$ cat src/hw/power_gating_params.svh
`ifndef POWER_GATING_PARAMS_SVH
`define POWER_GATING_PARAMS_SVH

// Width of the power-mode code and counts of grouped sources.
`define PG_MODE_W 4
`define PG_NUM_OSC_REQ 8
`define PG_NUM_SERIAL 6
`define PG_NUM_TWI 3
`define PG_NUM_WKUP_PINS 5
`define PG_NUM_TAMPER 3
`define PG_NUM_BREAK_SRC 7
`define PG_NUM_LPTIM 2

// Index of the serial port and two-wire interface that survive Stop 2.
`define PG_LPSERIAL_IDX 5
`define PG_TWI_DEEP_IDX 2

// Reset values of the control outputs.
`define PG_FLASH_PD_RST 1'b0
`define PG_IO_ANALOG_RST 1'b1

`endif

$ cat src/hw/power_gating_pkg.sv
package power_gating_pkg;

	typedef enum logic [3:0] {
		MODE_RUN,
		MODE_SLEEP,
		MODE_LP_RUN,
		MODE_LP_SLEEP,
		MODE_STOP0,
		MODE_STOP1,
		MODE_STOP2,
		MODE_STANDBY,
		MODE_SHUTDOWN,
		MODE_BATTERY
	} power_mode_t;

	typedef struct packed {
		logic rngEn;
		logic dmaEn;
		logic flashPdReq;
		logic sram2RetainSel;
		logic [1:0] lptimEn;
		logic supplyDetEn;
	} sw_enable_t;

	typedef struct packed {
		logic timerSync;
		logic convTrig;
		logic memTrig;
		logic compBlank;
		logic timerBreak;
		logic [1:0] compToLptim;
		logic [1:0] rtcToLptim;
	} trigger_gate_t;

endpackage : power_gating_pkg

$ cat src/hw/osc_request_slot.sv
`timescale 1ns/100ps
`include "power_gating_params.svh"

// One requester slot of the on-demand fast oscillator.
module osc_request_slot
	import power_gating_pkg::*;
(
	input wire logic clk_sys,
	input wire logic rst,
	input wire logic inStop,
	input wire logic capable,
	input wire logic request,
	output logic granted
);

	logic next_granted;

	always_comb begin
		next_granted = inStop && capable && request;
	end

	always_ff @(posedge clk_sys) begin
		if (rst) begin
			granted <= 1'b0;
		end else begin
			granted <= next_granted;
		end
	end

endmodule : osc_request_slot

$ cat src/hw/power_mode_gating_wakeup.sv
`timescale 1ns/100ps
`include "power_gating_params.svh"

// Functional notes
// - Stop-wake peripherals may request fast oscillator.
// - On-demand oscillator clock feeds only requester.
// - Oscillator drops when no requester remains.
// - Serial receivers wake on start/address/frame.
// - Two-wire address match wakes from Stop.
// - Standby keeps RAM bank only if selected.
// - Random generator: run/sleep, range 1 only.
// - Flash leaves reset powered; software power-down.
// - Optional functions off until software enables.
// - I/O analog through reset; triggers on in Run.
// - Internal reset source disables reset pull-up.
// - No main supply forces battery operation.
// - Battery operation ignores interrupts and alarms.
// - Three tampers always on, never wake.
// - Comparator-to-timer path; Stop 2 timer A only.
// - Clock alarm-to-timer path; Stop 2 timer A.
// - Timer interlinks only in run/sleep and low-power run/sleep.
// - Timer break sources gated in run/sleep.
// - Timer B wakes in Stop 0/1 only.
// - Low-power serial, third two-wire wake Stop 2.
// - Exactly five pins wake Standby/Shutdown.
// - Shutdown pull configuration discarded on exit.
module power_mode_gating_wakeup
	import power_gating_pkg::*;
(
	input wire logic clk_sys,
	input wire logic rst,
	input wire power_mode_t modeReq,
	input wire logic mainSupplyOk,
	input wire logic coreRange1,
	input wire sw_enable_t swEn,
	input wire logic internalResetSrc,
	input wire logic [`PG_NUM_OSC_REQ-1:0] oscCapable,
	input wire logic [`PG_NUM_OSC_REQ-1:0] oscRequest,
	input wire logic [`PG_NUM_SERIAL-1:0] serialEvent,
	input wire logic [`PG_NUM_TWI-1:0] twiAddrMatch,
	input wire logic [`PG_NUM_LPTIM-1:0] lptimEvent,
	input wire logic [`PG_NUM_WKUP_PINS-1:0] wakePinEvent,
	input wire logic extIrq,
	input wire logic rtcEvent,
	input wire logic [`PG_NUM_TAMPER-1:0] tamperIn,
	input wire logic [`PG_NUM_BREAK_SRC-1:0] breakSrc,
	input wire logic [1:0] pullCfgIn,
	output power_mode_t mode,
	output logic fastOscOn,
	output logic [`PG_NUM_OSC_REQ-1:0] fastOscGate,
	output logic [`PG_NUM_SERIAL-1:0] serialRun,
	output logic [`PG_NUM_TWI-1:0] twiRun,
	output logic [`PG_NUM_LPTIM-1:0] lptimRun,
	output logic wakeupReq,
	output logic sram2Retain,
	output logic rngAllow,
	output logic flashPowerDown,
	output logic dmaAllow,
	output logic supplyDetAllow,
	output logic ioAnalog,
	output logic resetPullupOn,
	output logic [2:0] batterySupplied,
	output logic [`PG_NUM_TAMPER-1:0] tamperActive,
	output trigger_gate_t trigGate,
	output logic timerBreak,
	output logic [1:0] pullCfgHold
);

	////////////////////////////////////////////////////////////////
	// Mode register.

	power_mode_t next_mode;
	logic next_flashPowerDown;
	logic next_ioAnalog;
	logic next_resetPullupOn;
	logic [1:0] next_pullCfgHold;

	always_comb begin
		next_mode = modeReq;
		if (!mainSupplyOk) begin
			next_mode = MODE_BATTERY;
		end else if (mode == MODE_BATTERY) begin
			// Only the supply's return lifts battery operation.
			next_mode = MODE_RUN;
		end
	end

	always_ff @(posedge clk_sys) begin
		if (rst) begin
			mode <= MODE_RUN;
		end else begin
			mode <= next_mode;
		end
	end

	////////////////////////////////////////////////////////////////
	// Mode classes.

	logic runClass;
	logic fullRun;
	logic stop01;
	logic stop2;
	logic inStop;
	logic deepOff;

	always_comb begin
		runClass = 1'b0;
		fullRun = 1'b0;
		stop01 = 1'b0;
		stop2 = 1'b0;
		deepOff = 1'b0;
		case (mode)
			MODE_RUN, MODE_SLEEP: begin
				runClass = 1'b1;
				fullRun = 1'b1;
			end
			MODE_LP_RUN, MODE_LP_SLEEP: begin
				runClass = 1'b1;
			end
			MODE_STOP0, MODE_STOP1: begin
				stop01 = 1'b1;
			end
			MODE_STOP2: begin
				stop2 = 1'b1;
			end
			MODE_STANDBY, MODE_SHUTDOWN: begin
				deepOff = 1'b1;
			end
			default: begin
				runClass = 1'b0;
			end
		endcase
		inStop = stop01 | stop2;
	end

	////////////////////////////////////////////////////////////////
	// On-demand fast oscillator, one slot per requester.

	for (genvar i = 0; i < `PG_NUM_OSC_REQ; i++) begin : g_osc
		osc_request_slot u_slot (
			.clk_sys(clk_sys),
			.rst(rst),
			.inStop(inStop),
			.capable(oscCapable[i]),
			.request(oscRequest[i]),
			.granted(fastOscGate[i])
		);
	end

	// The oscillator is on in stop only while some slot holds it.
	assign fastOscOn = |fastOscGate;

	////////////////////////////////////////////////////////////////
	// Peripheral run enables and wakeup routing.

	logic [`PG_NUM_SERIAL-1:0] serialDeep;
	logic [`PG_NUM_TWI-1:0] twiDeep;
	logic serialWake;
	logic twiWake;
	logic lptimWake;
	logic pinWake;

	always_comb begin
		serialDeep = '0;
		serialDeep[`PG_LPSERIAL_IDX] = 1'b1;
		twiDeep = '0;
		twiDeep[`PG_TWI_DEEP_IDX] = 1'b1;
		serialRun = {`PG_NUM_SERIAL{runClass | stop01}} |
			({`PG_NUM_SERIAL{stop2}} & serialDeep);
		twiRun = {`PG_NUM_TWI{runClass | stop01}} |
			({`PG_NUM_TWI{stop2}} & twiDeep);
		lptimRun[0] = swEn.lptimEn[0] & (runClass | inStop);
		lptimRun[1] = swEn.lptimEn[1] & (runClass | stop01);
		serialWake = inStop & |(serialEvent & serialRun);
		twiWake = inStop & |(twiAddrMatch & twiRun);
		lptimWake = inStop & |(lptimEvent & lptimRun);
		pinWake = deepOff & |wakePinEvent;
		// Tamper inputs are deliberately absent from every wake term.
		wakeupReq = serialWake | twiWake | lptimWake | pinWake |
			((runClass | inStop) & (extIrq | rtcEvent));
		if (mode == MODE_BATTERY) begin
			wakeupReq = 1'b0;
		end
	end

	////////////////////////////////////////////////////////////////
	// Memory, generator and optional functions.

	always_comb begin
		sram2Retain = (mode == MODE_STANDBY) ? swEn.sram2RetainSel :
			(runClass | inStop);
		rngAllow = swEn.rngEn & fullRun & coreRange1;
		dmaAllow = swEn.dmaEn & runClass;
		supplyDetAllow = swEn.supplyDetEn & (runClass | inStop);
		next_flashPowerDown = runClass ? swEn.flashPdReq : flashPowerDown;
		tamperActive = tamperIn;
		batterySupplied = {3{mode == MODE_BATTERY}};
	end

	always_ff @(posedge clk_sys) begin
		if (rst) begin
			flashPowerDown <= `PG_FLASH_PD_RST;
		end else begin
			flashPowerDown <= next_flashPowerDown;
		end
	end

	////////////////////////////////////////////////////////////////
	// Interconnect triggers.

	always_comb begin
		trigGate.timerSync = runClass;
		trigGate.convTrig = runClass;
		trigGate.memTrig = runClass;
		trigGate.compBlank = runClass;
		trigGate.timerBreak = fullRun;
		trigGate.compToLptim = {runClass | stop01,
			runClass | inStop};
		trigGate.rtcToLptim = {runClass | stop01,
			runClass | inStop};
		timerBreak = fullRun & |breakSrc;
	end

	////////////////////////////////////////////////////////////////
	// I/O state, reset pull-up and shutdown pull hold.

	always_comb begin
		next_ioAnalog = ioAnalog;
		next_resetPullupOn = resetPullupOn;
		// The hold is loaded together with the mode, so it is already gone
		// on the first cycle after the mode has left shutdown.
		next_pullCfgHold = 2'h0;
		if (next_mode == MODE_SHUTDOWN) begin
			next_pullCfgHold = pullCfgIn;
		end
		if (modeReq == MODE_RUN && mode == MODE_RUN) begin
			// Software reconfigures pins after boot; stay analog.
			next_ioAnalog = ioAnalog;
		end
	end

	always_ff @(posedge clk_sys) begin
		if (rst) begin
			ioAnalog <= `PG_IO_ANALOG_RST;
			resetPullupOn <= !internalResetSrc;
			pullCfgHold <= 2'h0;
		end else begin
			ioAnalog <= next_ioAnalog;
			resetPullupOn <= next_resetPullupOn;
			pullCfgHold <= next_pullCfgHold;
		end
	end

	////////////////////////////////////////////////////////////////
	// Checks.

	rng_gate_a: assert property (@(posedge clk_sys) disable iff (rst)
		rngAllow |-> (fullRun && coreRange1))
		else $error("random gen allowed outside run range 1");

	osc_only_stop_a: assert property (@(posedge clk_sys) disable iff (rst)
		fastOscOn |-> $past(inStop))
		else $error("fast osc on outside stop");

	osc_release_a: assert property (@(posedge clk_sys) disable iff (rst)
		(oscRequest == '0) |=> !fastOscOn)
		else $error("fast osc not released");

	osc_exclusive_a: assert property (@(posedge clk_sys) disable iff (rst)
		fastOscGate[0] |-> $past(oscRequest[0]))
		else $error("osc gated to non-requester");

	battery_entry_a: assert property (@(posedge clk_sys) disable iff (rst)
		!mainSupplyOk |=> mode == MODE_BATTERY)
		else $error("battery mode not entered");

	battery_nowake_a: assert property (@(posedge clk_sys) disable iff (rst)
		mode == MODE_BATTERY |-> !wakeupReq)
		else $error("wakeup in battery mode");

	timer_b_a: assert property (@(posedge clk_sys) disable iff (rst)
		stop2 |-> !lptimRun[1] && !trigGate.compToLptim[1])
		else $error("timer b active in stop 2");

	stop_trig_a: assert property (@(posedge clk_sys) disable iff (rst)
		inStop |-> !trigGate.timerSync && !timerBreak)
		else $error("timer link active in stop");

	sram_retain_a: assert property (@(posedge clk_sys) disable iff (rst)
		mode == MODE_STANDBY |-> sram2Retain == swEn.sram2RetainSel)
		else $error("retention select ignored");

	shutdown_pull_a: assert property (@(posedge clk_sys) disable iff (rst)
		(mode == MODE_SHUTDOWN ##1 mode != MODE_SHUTDOWN)
		|-> pullCfgHold == 2'h0)
		else $error("shutdown pull config kept");

	pullup_cut_a: assert property (@(posedge clk_sys)
		(rst && internalResetSrc) |=> !resetPullupOn)
		else $error("reset pull-up kept on internal reset");

	stop2_cov_c: cover property (@(posedge clk_sys) stop2 && wakeupReq);
	osc_cov_c: cover property (@(posedge clk_sys) inStop ##1 fastOscOn);
	batt_cov_c: cover property (@(posedge clk_sys)
		mode == MODE_BATTERY ##1 mode == MODE_RUN);

endmodule : power_mode_gating_wakeup

$ cat config.mk
export PLATFORM = sky130hd
export DESIGN_NAME = power_mode_gating_wakeup
export DESIGN_NICKNAME = d
export VERILOG_FILES = /design/src/hw/power_gating_pkg.sv /design/src/hw/osc_request_slot.sv /design/src/hw/power_mode_gating_wakeup.sv
export VERILOG_INCLUDE_DIRS = /design/src /design/src/hw
export SDC_FILE = /design/constraint.sdc
export NUM_CORES = 1
export LEC_CHECK = 0
export BUFFER_PORTS_ARGS = -buffer_cell sky130_fd_sc_hd__buf_2
export CORE_ASPECT_RATIO = 0.9
export CORE_UTILIZATION = 29
export CTS_CLUSTER_SIZE = 12
export DETAILED_ROUTE_END_ITERATION = 12
export GPL_ROUTABILITY_DRIVEN = 0
export GPL_TIMING_DRIVEN = 0
export PLACE_DENSITY = 0.76
export SYNTH_ARGS = -nofsm -noshare
export SYNTH_HDL_FRONTEND = slang
export SYNTH_HIERARCHICAL = 1
export SYNTH_SLANG_ARGS = --single-unit
$ cat constraint.sdc
create_clock -name clk_sys -period 2 [get_ports clk_sys]
set_clock_uncertainty 0.2 [all_clocks]
set_input_delay 0.5 -clock clk_sys [delete_from_list [all_inputs] [get_ports clk_sys]]
set_output_delay 0.5 -clock clk_sys [all_outputs]
set_load 0.05 [all_outputs]
==> flow_metrics.env, run 1 <==
export IMPL_cts_tree="built"
export IMPL_grt_pass1_wl_um=5440
export IMPL_ir_drop_mv=0.512
export IMPL_drv_slew=0
export IMPL_hold_path_startpoint="mainSupplyOk"
export IMPL_timing_rr_start="mode[2]"
export IMPL_synthFlopType="dfxtp_1"
export IMPL_fin_cells=259
export IMPL_drt_iter0_markers=29
export IMPL_regToRegSetupSlack_ns=0.30
export IMPL_holdPathStages=2
export IMPL_wire_per_inst_um=15.0
export IMPL_whs_ns=0.210
export IMPL_antenna_found_initial=0
export IMPL_rsz0062_at_grt="true"
export IMPL_crit_type="input port to output port"
export IMPL_setup_viol=28
export IMPL_vias_per_cell=4.80
export IMPL_maxCapViolCount=0
export IMPL_dp_cells=243
export IMPL_die_h_um=55.2
export IMPL_wl_met1_um=1420
export IMPL_crit_fanout=1
export IMPL_drtPass1Iterations=4
export IMPL_fin_ws_ns=-0.368
export IMPL_clk_pin_slew_worst_paths_ns=0.09
export IMPL_drc_errors=0
export IMPL_track_usage_pct=21.3
export IMPL_num_fill_cells=208
export IMPL_yosysSeqAreaShare_pct=36.2
export IMPL_violations="setup timing"
export IMPL_worstSkewPairLatency_ns=0.28
export IMPL_layout_min_cycle_time_ns=2.37
export IMPL_rows=18
export IMPL_top_layer="met4"
export IMPL_cts_sinks=16
export IMPL_avgSynthCellArea_um2=9.51
export IMPL_wl_met3_um=508
export IMPL_post_route_period_util_pct=118
export IMPL_start_util_pct=31.9
export IMPL_fp_dieArea_mm2=0.00338
export IMPL_nNetsFinal=282
export IMPL_ys_seq_elements=16
export IMPL_slew_headroom_pct=65.5
export IMPL_holdPathEnd="mode[0]"
export IMPL_route_met2_wl_um=1890
export IMPL_synth_fp_nets=158
export IMPL_core_area_mm2=0.00286
export IMPL_fmax_mhz=422
export IMPL_arrival_ns=1.67
export IMPL_p_leak_nw=1.09
export IMPL_num_io_pins=112
export IMPL_syn_inst=96
export IMPL_startpoint_type="input port"
export IMPL_routed_wl_um=3890
export IMPL_final_cell_mix="buf_2 (77), buf_8 (28), buf_4 (20)"
export IMPL_worst_r2r_endpoint="pullCfgHold[0]"
export IMPL_async_flop_share_pct=0
export IMPL_cp_required_ns=1.30
export IMPL_dp_hpwl_um=2150
export IMPL_r2r_worst_path_cells=7
export IMPL_hold_buffers=0
export IMPL_tns_ns=-3.27
export IMPL_grt_pass1_vias=1198
export IMPL_areaGrowthSynthToFinish_pct=136
export IMPL_power_density_mw_per_mm2=545
export IMPL_cts_buffers=3
export IMPL_htree_levels=1
export IMPL_status="complete, but fails checks"
export IMPL_die_w_um=61.2
export IMPL_yosysWarnings=6
export IMPL_n_antenna_cell=0
export IMPL_endpoint_kind="output port"
export IMPL_yosys_cell_types_count=31
export IMPL_hold_path_class="input port to register"
export IMPL_drive_gt1_share_pct=77.6
export IMPL_synth_edf_count=1
export IMPL_grt_max_degree=15
export IMPL_num_vias=1243
export IMPL_numPortBuffers=107
export IMPL_cts_buffer_depth=2
export IMPL_root_buffer="clkbuf_4"
export IMPL_antenna_left=0
export IMPL_hold_viol=0
export IMPL_syn_area_um2=913
export IMPL_tightest_slew_ns=0.513
export IMPL_layout_commonest_cell="buf_2"
export IMPL_grt_overflow=0
-- worst max path at each step --
stage                   startpoint        end  slack [ns]  cells past startpoint
floorplan                  mode[2]  wakeupReq       -0.32                      4
global placement    serialEvent[0]  wakeupReq       -0.48                      5
detailed placement  serialEvent[0]  wakeupReq       -0.47                      5
CTS                 serialEvent[0]  wakeupReq       -0.34                      5
global route               mode[2]  wakeupReq       -0.44                      5
finish              serialEvent[0]  wakeupReq       -0.37                      5
-- cell usage after synthesis, types with 2 or more instances --
master | count | area share (%)
inv_1 | 3 | 1.2
nand2_1 | 5 | 2.1
and3_1 | 2 | 1.4
and4b_1 | 9 | 9.9
clkbuf_1 | 2 | 0.82
buf_4 | 21 | 17
o21ai_0 | 2 | 1.1
and2_1 | 8 | 5.5
a31oi_1 | 2 | 1.4
dfxtp_1 | 15 | 33
nor3_1 | 2 | 1.1
a21oi_1 | 4 | 2.2
nor4_1 | 3 | 2.1
-- power by group --
| group | internal (mW) | switching, mW |
|---|---|---|
| logic | 0.277 | 0.337 |
| registers | 0.329 | 0.0159 |
| clock network | 0.111 | 0.102 |
-- per-stage QoR --
| step | setup WS, ns | cell area (um^2) | power, mW | util, % |
|---|---|---|---|---|
| after floorplan | -0.316 | 1030 | 0.677 | - |
| after global placement | -0.481 | 1620 | 0.792 | 56.6 |
| after detailed placement | -0.474 | 1620 | 0.795 | 56.6 |
| after CTS | -0.339 | 2050 | 1.13 | 71.6 |
| after global routing | -0.435 | 2150 | 1.22 | 75.2 |
| final | -0.368 | 2150 | 1.17 | 75.2 |
-- layer usage --
metal | up-vias | track usage (%)
met3 | 9 | 8.20
met4 | 0 | 8.77
li1 | 581 | -
met2 | 95 | 35.4
met5 | - | 0
met1 | 558 | 23.6
-- registers in the layout (all words and copies together) (netlist names) --
signal and cells:
g_osc.u_slot/granted 8, resetPullupOn 1, flashPowerDown 1, pullCfgHold 2, mode 4
-- layout make-up --
cell class	instances	area, um^2	share of cell area [%]
timing repair buffer	120	961	44.7
multi-input combinational	54	538	25.0
sequential	16	343	15.9
buffer	22	209	9.71
tap	40	50.0	2.33
clock buffer	4	36.3	1.69
inverter	3	15.0	0.698
-- cells by family (layout without fill, tap and decap cells) --
kind of cell           count (synthesis)  after routing  share of synthesized area (%)
buffers and inverters                 26            149                           19.3
flip-flops                            16             16                           36.2
other                                  1              1                          0.411
AND/OR/NAND/NOR                       38             38                           30.8
AO/OA/AOI/OAI                         15             15                           13.3
-- timing repair --
item | CTS | global route
gates resized for setup | 92 | 20
setup buffers | 8 | 6
pin swaps | 8 | 7
endpoints found under the setup margin | 28 | 29
-- critical path, cell delays in order --
cell	delay (ns)
buf_6	0.09
or4_4	0.54
a2111oi_4	0.27
o211ai_4	0.10
buf_6	0.17
Power figures use the tool's default switching activity.
==> run 2: changes to the inputs <==
PLACE_DENSITY = 0.77   (was 0.76)
==> run 2 against run 1 <==
The flow still finishes with violations (setup timing). Flip-flop and latch count stayed put. Non-clock buffer count up 2. Sequential power barely moved. Global-route usage fell by 3.3 points. Wire length shrank 15%. Die area is the same. Fmax rose by 0.11%. Via count decreased by 5.1%. Sequential share of layout area shrank 0.15 points. Worst hold slack better by 0.018 ns. Count of clock-buffer cells in the layout did not move.
==> flow_metrics.env, run 2 (synthesis results as in run 1) <==
export IMPL_clk_pin_slew_worst_paths_ns=0.08
export IMPL_largest_register="g_osc.u_slot/granted"
export IMPL_num_vias=1180
export IMPL_grt_pass1_wl_um=4710
export IMPL_power_total_mw=1.13
export IMPL_cpPeakStageDelay_ns=0.54
export IMPL_final_cell_mix="buf_2 (78), buf_8 (25), buf_4 (20)"
export IMPL_wire_per_inst_um=12.7
export IMPL_cts_buffers=3
export IMPL_start_util_pct=31.9
export IMPL_fin_cells=261
export IMPL_dp_cells=243
export IMPL_fin_util_pct=76.5
export IMPL_ir_drop_mv=0.433
export IMPL_layout_min_cycle_time_ns=2.37
export IMPL_areaGrowthSynthToFinish_pct=140
export IMPL_drive_gt1_share_pct=78.3
export IMPL_post_route_period_util_pct=118
export IMPL_placed_area_mm2=0.00162
export IMPL_rsz0062_at_grt="true"
export IMPL_endpoint_kind="output port"
export IMPL_grt_pass1_vias=1126
export IMPL_fin_ws_ns=-0.366
export IMPL_cts_buffer_depth=2
export IMPL_path_cells="buf_6, or4_4, a2111oi_4, o211ai_4, buf_6"
export IMPL_root_buffer="clkbuf_4"
export IMPL_final_area_mm2=0.00219
export IMPL_vias_per_cell=4.52
export IMPL_reg_largest_list="g_osc.u_slot/granted: 8 flops, mode: 4 flops, pullCfgHold: 2 flops"
export IMPL_power_density_mw_per_mm2=515
export IMPL_largest_register_ffs=8
export IMPL_fp_dieArea_mm2=0.00338
export IMPL_drtPass1Iterations=4
export IMPL_maxCapViolCount=0
export IMPL_worstSkewPairLatency_ns=0.27
export IMPL_antenna_left=0
export IMPL_drt_iter0_markers=26
export IMPL_drv_slew=0
export IMPL_rows=18
export IMPL_cts_sinks=16
export IMPL_drc_errors=0
export IMPL_core_area_mm2=0.00286
export IMPL_nNetsFinal=284
export IMPL_antenna_found_initial=0
export IMPL_violations="setup timing"
export IMPL_wl_met1_um=1270
export IMPL_top_layer="met4"
export IMPL_routed_wl_um=3320
export IMPL_arrival_ns=1.67
export IMPL_num_io_pins=112
export IMPL_n_antenna_cell=0
export IMPL_route_met2_wl_um=1680
export IMPL_startpoint_type="input port"
export IMPL_dp_hpwl_um=2140
export IMPL_die_h_um=55.2
export IMPL_cpMostUsedCell="buf_6"
export IMPL_hold_path_class="input port to register"
export IMPL_crit_fanout=1
export IMPL_crit_type="input port to output port"
export IMPL_track_usage_pct=18.0
export IMPL_cp_required_ns=1.30
export IMPL_wl_met3_um=355
export IMPL_status="complete, but fails checks"
export IMPL_critPathTopFamily="simple AND/OR/NAND/NOR gates"
export IMPL_p_leak_nw=1.10
export IMPL_grt_overflow=0
export IMPL_htree_levels=1
export IMPL_layout_commonest_cell="buf_2"
export IMPL_grt_max_degree=15
export IMPL_crit_path_top_delay_cell="or4_4"
export IMPL_numPortBuffers=107
export IMPL_setup_viol=26
export IMPL_path_buf_inv=2
export IMPL_fmax_mhz=423
export IMPL_hold_viol=0
export IMPL_die_w_um=61.2
export IMPL_cts_tree="built"
run 2: changes by cell type in the layout (fill, tap and decap cells not counted), moves of 2 or more:
cell | before | now
buf_12 | 1 | 4
nor4_1 | 3 | 1
buf_8 | 28 | 25
nor4_2 | 0 | 2
run 2: power breakdown:
part / total, mW / internal (mW) / switching (mW)
Sequential: 0.348 / 0.329 / 0.0190
Clock: 0.162 / 0.0771 / 0.0846
Combinational: 0.616 / 0.285 / 0.331
Total: 1.13 / 0.691 / 0.435
run 2: timing repair:
action	in CTS	in global routing
hold buffers	0	0
buffers inserted	14	4
gates cloned	0	0
gates resized for setup	97	21
endpoints found under the setup margin	28	30
pin swaps	8	6
run 2: path summary, 6_finish.rpt:
kind / startpoint / to / slack (ns) / cells after the start
max: serialEvent[0] / wakeupReq / -0.37 / 5
min: pullCfgIn[1] / pullCfgHold[1] / 0.23 / 2
min reg2reg: flashPowerDown / flashPowerDown / 0.29 / 2
max reg2reg: mode[1] / pullCfgHold[0] / 0.30 / 6
run 2: area by class of cell:
| type | instances | area, um^2 |
|---|---|---|
| buffer | 20 | 186 |
| clock buffer | 4 | 26.3 |
| fill | 189 | 672 |
| inverter | 3 | 15.0 |
| multi-input combinational | 54 | 551 |
| sequential | 16 | 345 |
| tap | 40 | 50.0 |
| timing repair buffer | 124 | 1010 |
run 2: per-stage QoR:
step	setup TNS (ns)	worst slack [ns]	hold slack, ns
2_1_floorplan	-1.26	-0.316	0.359
3_3_place_gp	-0.549	-0.487	0.266
3_5_place_dp	-0.560	-0.500	0.278
4_1_cts	-2.62	-0.360	0.221
5_1_grt	-4.67	-0.383	0.218
6_report	-3.14	-0.366	0.228
run 2: routing by layer:
metal  up-vias  GRT usage (%)
li1        583              -
met1       511           19.4
met2        84           34.8
met3         2           3.04
met4         0           3.90
met5         -              0
==> run 3: changes to the inputs <==
CAP_MARGIN = 10   (was default)
SETUP_SLACK_MARGIN = 0.1   (was default)
==> run 3 against run 2 <==
First-iteration DRC count down 15%. Power rose by 3.8%. The run still ends with setup timing left. Core utilization increased by 4.9 points.
==> flow_metrics.env, run 3 (synthesis results as in run 1) <==
export IMPL_status="complete, but fails checks"
export IMPL_violations="setup timing"
export IMPL_num_io_pins=112
export IMPL_hold_path_startpoint="pullCfgIn[1]"
export IMPL_grt_overflow=0
export IMPL_layout_commonest_cell="buf_2"
export IMPL_nNetsFinal=292
export IMPL_dp_hpwl_um=2190
export IMPL_cts_tree="built"
export IMPL_reg_largest_list="g_osc.u_slot/granted: 8 flops, mode: 4 flops, pullCfgHold: 2 flops"
export IMPL_n_antenna_cell=0
export IMPL_fin_util_pct=81.4
export IMPL_cts_buffer_depth=2
export IMPL_wire_per_inst_um=15.6
export IMPL_grt_pass1_wl_um=5180
export IMPL_maxCapViolCount=0
export IMPL_num_vias=1279
export IMPL_core_area_mm2=0.00286
export IMPL_numPortBuffers=107
export IMPL_areaGrowthSynthToFinish_pct=155
export IMPL_die_h_um=55.2
export IMPL_drt_iter0_markers=22
export IMPL_arrival_ns=1.70
export IMPL_routed_wl_um=4190
export IMPL_timing_rr_start="mode[3]"
export IMPL_final_cell_mix="buf_2 (76), buf_6 (35), buf_8 (25)"
export IMPL_drc_errors=0
export IMPL_startpoint_type="input port"
export IMPL_drtPass1Iterations=4
export IMPL_track_usage_pct=20.2
export IMPL_hold_viol=0
export IMPL_cts_buffers=3
export IMPL_drv_slew=0
export IMPL_vias_per_cell=4.75
export IMPL_power_total_mw=1.17
export IMPL_rsz0062_at_grt="true"
export IMPL_rows=18
export IMPL_clk_pin_slew_worst_paths_ns=0.09
export IMPL_fmax_mhz=416
export IMPL_regToRegSetupSlack_ns=0.36
export IMPL_layout_min_cycle_time_ns=2.40
export IMPL_worst_r2r_endpoint="pullCfgHold[0]"
export IMPL_setup_viol=29
export IMPL_post_route_period_util_pct=120
export IMPL_antenna_found_initial=0
export IMPL_crit_type="input port to output port"
export IMPL_antenna_left=0
export IMPL_cp_required_ns=1.30
export IMPL_worstSkewPairLatency_ns=0.28
export IMPL_num_fill_cells=155
export IMPL_ir_drop_mv=0.356
export IMPL_tightest_slew_ns=0.491
export IMPL_endpoint_kind="output port"
export IMPL_r2r_worst_path_cells=6
export IMPL_hold_path_class="input port to register"
export IMPL_largest_register="g_osc.u_slot/granted"
export IMPL_holdPathEnd="pullCfgHold[1]"
export IMPL_grt_max_degree=15
export IMPL_root_buffer="clkbuf_4"
export IMPL_htree_levels=1
export IMPL_drive_gt1_share_pct=79.5
export IMPL_cts_sinks=16
export IMPL_crit_fanout=1
export IMPL_p_leak_nw=1.17
export IMPL_largest_register_ffs=8
export IMPL_whs_ns=0.210
export IMPL_power_density_mw_per_mm2=502
export IMPL_start_util_pct=31.9
export IMPL_die_w_um=61.2
export IMPL_fp_dieArea_mm2=0.00338
export IMPL_holdPathStages=2
export IMPL_grt_pass1_vias=1238
export IMPL_slew_headroom_pct=67.0
export IMPL_fin_ws_ns=-0.403
==> run 3: changes by cell type in the layout (fill, tap and decap cells not counted), sizes merged <==
cell / change
clkinv: +1
buf: +7
==> run 3: cell type report <==
cell class	count	area, um^2	area share (%)
flip-flops and latches	16	347	14.9
plain buffers	20	220	9.46
multi-input cells	54	559	24.0
repair buffers	132	1110	47.7
clock inverters	1	3.75	0.161
inverters	3	15.0	0.645
well taps	40	50.0	2.15
clock buffers	3	22.5	0.968
==> run 3: stage by stage <==
step,cell area (um^2),TNS (ns),instances,setup WS [ns]
2_1_floorplan,1040,-1.26,96,-0.316
3_3_place_gp,1620,-0.513,243,-0.490
3_5_place_dp,1620,-0.550,243,-0.494
4_1_cts,2190,-2.55,265,-0.356
5_1_grt,2330,-5.80,269,-0.405
6_report,2330,-4.64,269,-0.403
==> run 3: power breakdown <==
| part | leakage (nW) | total [mW] | switching, mW | internal, mW |
|---|---|---|---|---|
| Clock | 0.0154 | 0.162 | 0.0899 | 0.0724 |
| Sequential | 0.135 | 0.341 | 0.0126 | 0.329 |
| Combinational | 1.02 | 0.665 | 0.354 | 0.311 |
==> run 3: worst max-delay path, cell delays in order <==
cell and delay (ns):
buf_2 0.11, or4_1 0.56, o22ai_2 0.25, o211ai_4 0.11, buf_6 0.17
==> run 3: worst max-delay path by stage <==
stage,from,to,slack (ns),depth (start not counted)
after CTS,serialEvent[0],wakeupReq,-0.36,5
after global routing,wakePinEvent[0],wakeupReq,-0.41,5
final,wakePinEvent[0],wakeupReq,-0.40,5
after floorplan,mode[2],wakeupReq,-0.32,4
after detailed placement,serialEvent[0],wakeupReq,-0.49,5
after global placement,serialEvent[0],wakeupReq,-0.49,5
==> run 3: routing by layer <==
| layer | share of wire, % | vias up | global-route usage (%) | wire (um) |
|---|---|---|---|---|
| met5 | 0 | - | 0 | 0 |
| met3 | 10 | 12 | 2.81 | 436 |
| met2 | 52 | 94 | 38.2 | 2190 |
| li1 | - | 599 | - | - |
| met4 | 2.6 | 0 | 9.74 | 110 |
| met1 | 35 | 574 | 20.5 | 1450 |
==> run 3: what timing repair did <==
item,in CTS,in global routing
setup endpoints to repair,30,30
gates cloned,0,2
hold buffers,0,0
gates resized for setup,114,25
setup buffers,19,5
pin swaps,8,9
